--- src/csl_pkg.sv ---
package csl_pkg;

	// ==========================================
	// Clock and timebase
	// ==========================================
	localparam int CLK_HZ = 10_000_000;
	localparam int TICK_US = 1000;
	// Cycles per 1 ms tick, derived from the clock rate
	localparam int TICK_CYC = (CLK_HZ / 1_000_000) * TICK_US;
	localparam int TICK_CNT_W = 16;

	// ==========================================
	// Intervals in milliseconds
	// ==========================================
	localparam int MS_W = 12;
	localparam logic [MS_W-1:0] INIT_HOLD_MS = 12'h1f4;
	localparam logic [MS_W-1:0] BLINK_PERIOD_MS = 12'h3e8;
	localparam logic [MS_W-1:0] BLINK_ON_MS = 12'h1f4;
	localparam logic [MS_W-1:0] PING_PERIOD_MS = 12'h0fa;
	localparam logic [MS_W-1:0] PING_WIDTH_MS = 12'h001;
	localparam logic [MS_W-1:0] IDENT_TIMEOUT_MS = 12'h5dc;
	localparam logic [MS_W-1:0] REQ_TIMEOUT_MS = 12'h5dc;

	// ==========================================
	// Power level and states
	// ==========================================
	localparam int PWR_W = 8;
	localparam logic [PWR_W-1:0] PWR_OFF = 8'h00;

	typedef enum logic [2:0] {
		CSL_INIT,
		CSL_STANDBY,
		CSL_IDENT,
		CSL_CHARGE,
		CSL_FOD,
		CSL_FAULT,
		CSL_DONE
	} csl_state_t;

endpackage

--- src/csl_fsm.sv ---
// Functional notes
// Power-up init: green on half second, standby
// Standby keeps both indicators off
// Power only after receiver found and configured
// Grant only requested level, receiver present
// Charging blinks green, one second period
// Requests stop: terminate the transaction
// Foreign object: abort, red blinks till removal
// Other error: abort, steady red till removal
// Errors: comm failure, any over-limit flag
// No further power: drop output
// No further power: steady green till removal
// Removal returns to standby from any state; CSL_INIT does not check rx_present and leaves only when its hold ends
// Standby emits short ping several times/second
// Intervals from prescaled timebase, restarted on entry
module csl_fsm
	import csl_pkg::*;
#(
	parameter int TICK_CYCLES = TICK_CYC
) (
	input wire logic ref_clk,
	input wire logic rst_b,
	input wire logic rx_present,
	input wire logic rx_config_valid,
	input wire logic [PWR_W-1:0] rx_config_level,
	input wire logic rx_power_req,
	input wire logic [PWR_W-1:0] rx_req_level,
	input wire logic rx_end_power,
	input wire logic fod_detect,
	input wire logic comm_error,
	input wire logic rx_over_volt,
	input wire logic rx_over_curr,
	input wire logic rx_over_pwr,
	input wire logic rx_over_temp,
	input wire logic tx_over_volt,
	input wire logic tx_over_curr,
	input wire logic tx_over_pwr,
	input wire logic tx_over_temp,
	output logic ping_en,
	output logic power_en,
	output logic [PWR_W-1:0] power_level,
	output logic led_green,
	output logic led_red,
	output logic [2:0] state_code
);

	// ==========================================
	// State and timers
	// ==========================================
	csl_state_t state_q, state_d;
	logic [MS_W-1:0] ms_q, ms_d;
	logic [MS_W-1:0] req_ms_q, req_ms_d;
	logic [PWR_W-1:0] level_q, level_d;
	logic pwr_q, pwr_d;
	logic ping_q, ping_d;
	logic grn_q, grn_d;
	logic red_q, red_d;
	logic enter;
	logic tick;
	logic any_error;

	// Restarting the prescaler on entry keeps every hold timed from state entry exact; request resets of the watchdog are not realigned
	csl_timebase #(
		.TICK_CYCLES(TICK_CYCLES)
	) u_timebase (
		.ref_clk(ref_clk),
		.rst_b(rst_b),
		.restart(enter),
		.tick(tick)
	);

	// Error sources, all treated alike
	assign any_error = comm_error | rx_over_volt | rx_over_curr | rx_over_pwr |
		rx_over_temp | tx_over_volt | tx_over_curr | tx_over_pwr | tx_over_temp;

	// ==========================================
	// Next state
	// ==========================================
	always_comb begin
		state_d = state_q;
		case (state_q)
			CSL_INIT: begin
				if (ms_q >= INIT_HOLD_MS) begin
					state_d = CSL_STANDBY;
				end
			end
			CSL_STANDBY: begin
				// Only a reply during our own ping counts as a find
				if (ping_q && rx_present) begin
					state_d = CSL_IDENT;
				end
			end
			CSL_IDENT: begin
				if (!rx_present) begin
					state_d = CSL_STANDBY;
				end else if (any_error) begin
					state_d = CSL_FAULT;
				end else if (rx_config_valid) begin
					state_d = CSL_CHARGE;
				end else if (ms_q >= IDENT_TIMEOUT_MS) begin
					state_d = CSL_STANDBY;
				end
			end
			CSL_CHARGE: begin
				// Removal first, then faults, then normal ending
				if (!rx_present) begin
					state_d = CSL_STANDBY;
				end else if (fod_detect) begin
					state_d = CSL_FOD;
				end else if (any_error) begin
					state_d = CSL_FAULT;
				end else if (rx_end_power) begin
					state_d = CSL_DONE;
				end else if (req_ms_q >= REQ_TIMEOUT_MS && !rx_power_req) begin
					state_d = CSL_STANDBY;
				end
			end
			CSL_FOD, CSL_FAULT, CSL_DONE: begin
				if (!rx_present) begin
					state_d = CSL_STANDBY;
				end
			end
			default: begin
				state_d = CSL_INIT;
			end
		endcase
	end

	assign enter = (state_d != state_q);

	// ==========================================
	// Millisecond timers
	// ==========================================
	always_comb begin
		ms_d = ms_q;
		req_ms_d = req_ms_q;
		if (enter) begin
			ms_d = '0;
		end else if (tick) begin
			// Wrapping states loop; others saturate so holds never alias
			if ((state_q == CSL_CHARGE || state_q == CSL_FOD) &&
				ms_q == BLINK_PERIOD_MS - 12'h001) begin
				ms_d = '0;
			end else if (state_q == CSL_STANDBY && ms_q == PING_PERIOD_MS - 12'h001) begin
				ms_d = '0;
			end else if (ms_q != {MS_W{1'b1}}) begin
				ms_d = ms_q + 12'h001;
			end
		end
		// Silence watchdog on receiver requests
		if (enter || rx_power_req) begin
			req_ms_d = '0;
		end else if (tick && req_ms_q != {MS_W{1'b1}}) begin
			req_ms_d = req_ms_q + 12'h001;
		end
	end

	// ==========================================
	// Power grant and indicators
	// ==========================================
	always_comb begin
		level_d = level_q;
		pwr_d = 1'b0;
		ping_d = 1'b0;
		grn_d = 1'b0;
		red_d = 1'b0;
		case (state_d)
			CSL_INIT: begin
				grn_d = 1'b1;
				level_d = PWR_OFF;
			end
			CSL_STANDBY: begin
				// Both indicators dark to save power
				ping_d = (ms_d < PING_WIDTH_MS);
				level_d = PWR_OFF;
			end
			CSL_IDENT: begin
				// Keep the reply energy alive while the receiver configures
				ping_d = 1'b1;
				level_d = PWR_OFF;
			end
			CSL_CHARGE: begin
				// Config level is only valid in the cycle that reports it
				if (rx_power_req) begin
					level_d = rx_req_level;
				end else if (state_q == CSL_IDENT) begin
					level_d = rx_config_level;
				end
				pwr_d = rx_present;
				grn_d = (ms_d < BLINK_ON_MS);
			end
			CSL_FOD: begin
				red_d = (ms_d < BLINK_ON_MS);
				level_d = PWR_OFF;
			end
			CSL_FAULT: begin
				red_d = 1'b1;
				level_d = PWR_OFF;
			end
			CSL_DONE: begin
				grn_d = 1'b1;
				level_d = PWR_OFF;
			end
			default: begin
				level_d = PWR_OFF;
			end
		endcase
	end

	// All state registers
	always_ff @(posedge ref_clk or negedge rst_b) begin
		if (!rst_b) begin
			state_q <= CSL_INIT;
			ms_q <= '0;
			req_ms_q <= '0;
			level_q <= PWR_OFF;
			pwr_q <= 1'b0;
			ping_q <= 1'b0;
			grn_q <= 1'b1;
			red_q <= 1'b0;
		end else begin
			state_q <= state_d;
			ms_q <= ms_d;
			req_ms_q <= req_ms_d;
			level_q <= level_d;
			pwr_q <= pwr_d;
			ping_q <= ping_d;
			grn_q <= grn_d;
			red_q <= red_d;
		end
	end

	// Level is forced to zero whenever no grant is active
	assign power_en = pwr_q;
	assign power_level = pwr_q ? level_q : PWR_OFF;
	assign ping_en = ping_q;
	assign led_green = grn_q;
	assign led_red = red_q;
	assign state_code = state_q;

endmodule

--- src/csl_timebase.sv ---
// ==========================================
// Millisecond tick divider
// ==========================================
module csl_timebase
	import csl_pkg::*;
#(
	parameter int TICK_CYCLES = TICK_CYC
) (
	input wire logic ref_clk,
	input wire logic rst_b,
	input wire logic restart,
	output logic tick
);

	logic [TICK_CNT_W-1:0] cnt_q, cnt_d;
	logic tick_q, tick_d;

	// Restart realigns the tick to the state entry
	always_comb begin
		cnt_d = cnt_q + 16'h0001;
		tick_d = 1'b0;
		if (restart) begin
			cnt_d = '0;
		end else if (cnt_q == TICK_CNT_W'(TICK_CYCLES - 1)) begin
			cnt_d = '0;
			tick_d = 1'b1;
		end
	end

	// Registers only
	always_ff @(posedge ref_clk or negedge rst_b) begin
		if (!rst_b) begin
			cnt_q <= '0;
			tick_q <= 1'b0;
		end else begin
			cnt_q <= cnt_d;
			tick_q <= tick_d;
		end
	end

	assign tick = tick_q;

endmodule

--- config.mk ---
export PLATFORM = sky130hd
export DESIGN_NAME = csl_fsm
export DESIGN_NICKNAME = d
export VERILOG_FILES = /design/src/csl_pkg.sv /design/src/csl_fsm.sv /design/src/csl_timebase.sv
export SDC_FILE = /design/constraint.sdc
export NUM_CORES = 1
export LEC_CHECK = 0
export ABC_CLOCK_PERIOD_IN_PS = 2800
export BUFFER_PORTS_ARGS = -buffer_cell sky130_fd_sc_hd__buf_2
export CORE_UTILIZATION = 45
export CTS_CLUSTER_DIAMETER = 80
export DETAILED_ROUTE_END_ITERATION = 10
export HOLD_SLACK_MARGIN = 0.05
export SETUP_SLACK_MARGIN = 0.15
export SYNTH_ARGS = -nofsm -noshare
export SYNTH_HDL_FRONTEND = slang
export SYNTH_SLANG_ARGS = --single-unit
--- constraint.sdc ---
create_clock -name ref_clk -period 2.8 [get_ports ref_clk]
set_clock_uncertainty 0.1 [all_clocks]
set_input_delay 0.28 -clock ref_clk [delete_from_list [all_inputs] [get_ports ref_clk]]
set_output_delay 0.28 -clock ref_clk [all_outputs]
set_load 0.05 [all_outputs]
==> metrics.md <==
| Metric | Value |
|---|---|
| Clock root cell | `clkbuf_8` |
| Slew HR | `0.590` |
| Netlist Area Pre-Place | `between 3000 and 4000 um2` |
| CP max stage delay | `0.50 ns` |
| H-tree depth | `2` |
| Clk_lat worst skew | `0.31 ns` |
| Fin crit share | `0.888` |
| Mux cell area share after synthesis | `0.0420` |
| Synth Net Count | `422` |
| Setup repair bufs after CTS | `0` |
| Primary FF master, synth | `dfrtp_1` |
| Initial antenna violation count | `0` |
| Outcome | `complete, no violations` |
| GR Util All Layers | `0.199` |
| Count leader, synth | `nor2_1` |
| Share of synthesized flip-flops with an asynchronous set or reset | `1.00` |
| Top post-synthesis cells by area | `dfrtp_1 (40%), nor2_1 (8.1%), xnor2_1 (4.6%), mux2i_1 (3.5%), xor2_1 (3.3%)` |
| Drt pass-1 iters | `4` |
| Largest family of logic cells by synthesized area | `simple AND/OR/NAND/NOR gates` |
| Worst endpoint data arrival time | `2.57 ns` |
| DR WL/cell | `~14 um` |
| DRC Markers | `0` |
| Hpwl dp | `5630 um` |
| Clk slew on worst S/H paths | `0.10 ns` |
| Clk sinks | `56` |
| Unrepaired setup endpoints after global routing | `no` |
| Warnings from Yosys | `0` |
| Setup violations, final | `0` |
| Min cycle time layout | `approximately 2.5 ns` |
| CP required | `2.88 ns` |
| First-pass GRT wire length | `12000 um` |
| Nets@finish | `~470` |
| Post-synthesis adder-cell area fraction | `0.0221` |
| CP Class | `flop to flop` |
| F_max | `about 0.40 GHz` |
| Layout cells sized above 1 | `0.202` |
| Final TNS setup | `0 ns` |
| Synth cell count leaders | `nor2_1 (73), dfrtp_1 (55), nand2_1 (27)` |
| Die Wd | `around 89 um` |
| Final hold violations | `0` |
| Starting Density | `0.466` |
| Worst hold slack | `0.110 ns` |
| Num CTS Buffers | `5` |
| Gr ovfl total | `0` |
| Post-synth EDFFs | `0` |
| Core footprint | `about 7300 um2` |
| Leakage | `0.00170 uW` |
| Worst path cell trace | `ha_1 -> nand3_1 -> or4_4 -> and4b_1 -> o2111ai_1 -> nor4_1 -> nor4b_1 -> o22ai_1` |
| Max-cap viol count | `0` |
| Post-synthesis simple-gate area fraction | `0.293` |
| Die ar. | `7910 um2` |
| Post-route ant nets | `0` |
| Slew Viols, Final | `0` |
| Crit Path Max Fanout | `9` |
| Flops & latches, synth | `56` |
| Number of global-route vias before repair | `2461` |
| Bufs on Longest Clock Path | `2` |
| DR vias | `approximately 2800` |
| Least-Margin Pin Slew | `0.609 ns` |
| Initial DRC Count | `112` |
| # port buffers | `46` |
| Synth Instances | `about 380` |
| Sequential fraction of the synthesis area | `0.413` |
| Largest area contributor in the netlist | `dfrtp_1` |
| Num rows | `31` |
| CP max-delay cell | `or4_4` |
| Final Wtd Congestion | `0.847` |
| Peak supply drop | `0.000343 V` |
| Post-Synth XOR/XNOR Area | `0.0799` |
| IO Count | `47` |
| Post-synthesis compound-gate area fraction | `0.105` |
| Top-area cell type share of the netlist area | `0.405` |
| Pwr dens | `509 nW/um2` |
| Synth unique cells | `between 60 and 70` |
| Diodes inserted | `0` |
| Largest net degree at the start of global routing | `21` |
| Vias per inst | `between 5 and 6` |
| Hold crit path type | `input port to flop` |
| Total Routed Length | `7610 um` |
| CTS tree | `done` |
| Die height | `88.9 um` |
| Worst Setup Start Kind | `flop` |
| Avg Inst Size Synth | `8.85 um2` |
| Area delta synth->final | `13.7%` |
| Crit end category | `flop` |
==> flip-flops by register name, indices dropped and copies added, names as in the netlist, 3 cells and up <==
| signal | count |
|---|---|
| u_timebase.cnt_q | 16 |
| level_q | 8 |
| state_code | 3 |
| ms_q | 12 |
| req_ms_q | 12 |
==> cell usage in the layout, fill, tap and decap left out, types with 3 or more instances in the layout <==
cell,n
ha_1,6
and3_1,8
nor2_2,3
nor2b_1,3
buf_2,46
nand2_1,27
o21ai_0,7
xnor2_1,18
clkbuf_8,5
nor2_1,73
and4_1,4
dfrtp_1,55
buf_4,9
nand3_1,17
o22ai_1,3
a21oi_1,14
a31oi_1,5
nand4_1,13
xor2_1,13
inv_1,15
mux2i_1,12
and2_1,11
nor3_1,11
==> logic make-up (layout without fill, tap and decap cells) <==
group                    Yosys count  after routing
AO/OA/AOI/OAI                     49             49
flip-flops                        56             56
buffers and inverters             33             79
adder cells (fa/ha/maj)            6              6
multiplexers                      14             14
AND/OR/NAND/NOR                  195            195
XOR/XNOR                          31             31
==> final timing paths <==
check                      cells after the start                  end  slack [ns]                start
max                                            8              ping_en        0.31              ms_q[0]
max reg2reg                                    8              ping_en        0.31              ms_q[0]
min reg2reg                                    1  u_timebase.cnt_q[0]        0.36  u_timebase.cnt_q[0]
min in group asynchronous                      2           level_q[3]        0.34                rst_b
min                                            3           level_q[5]        0.11      rx_req_level[5]
max in group asynchronous                      3            led_green        1.59                rst_b
==> report_power, final <==
part	leakage (uW)	switching [uW]	internal (uW)
Sequential	0.000770	76.9	875
Combinational	0.000880	321	180
Clock	0.0000552	247	266
Total	0.00170	645	1320
==> metrics by stage <==
step                      total power (uW)  std cells  utilization  setup WS, ns  area [um2]
after floorplan                       1320        384            -         0.428        3400
after global placement                1470        520        0.511         0.273        3730
after detailed placement              1470        520        0.511         0.223        3730
after CTS                             1990        529        0.527         0.204        3840
after global routing                  2070        529        0.530         0.171        3860
final                                 1970        529        0.530         0.315        3860
==> what timing repair did <==
item / CTS / global route
setup endpoints to repair: 0 / 5
endpoints found under the hold margin: 17 / 0
gates resized for setup: 0 / 5
hold buffers: 1 / 0
==> area by class of cell <==
cell class / instances / area (um2)
fill: 697 / 3430
timing repair buffer: 56 / 308
tap: 99 / 124
clock buffer: 6 / 72.6
inverter: 15 / 56.3
sequential: 56 / 1400
clock inverter: 2 / 35.0
multi-input combinational: 295 / 1870
==> worst max-delay path, delay by kind of cell, from the launching register on <==
family,cells,cell delay (ns)
simple gates,5,1.19
fa+ha+maj,1,0.27
flops,1,0.48
compound gates,2,0.33
==> layer usage <==
metal | wire [um] | vias to the layer above | GRT usage
li1 | - | 1423 | -
met1 | 3740 | 1324 | 0.282
met2 | 3520 | 42 | 0.317
met3 | 240 | 9 | 0.0342
met4 | 97 | 0 | 0.0572
met5 | 0 | - | 0
(Power assumes the default switching activity.)
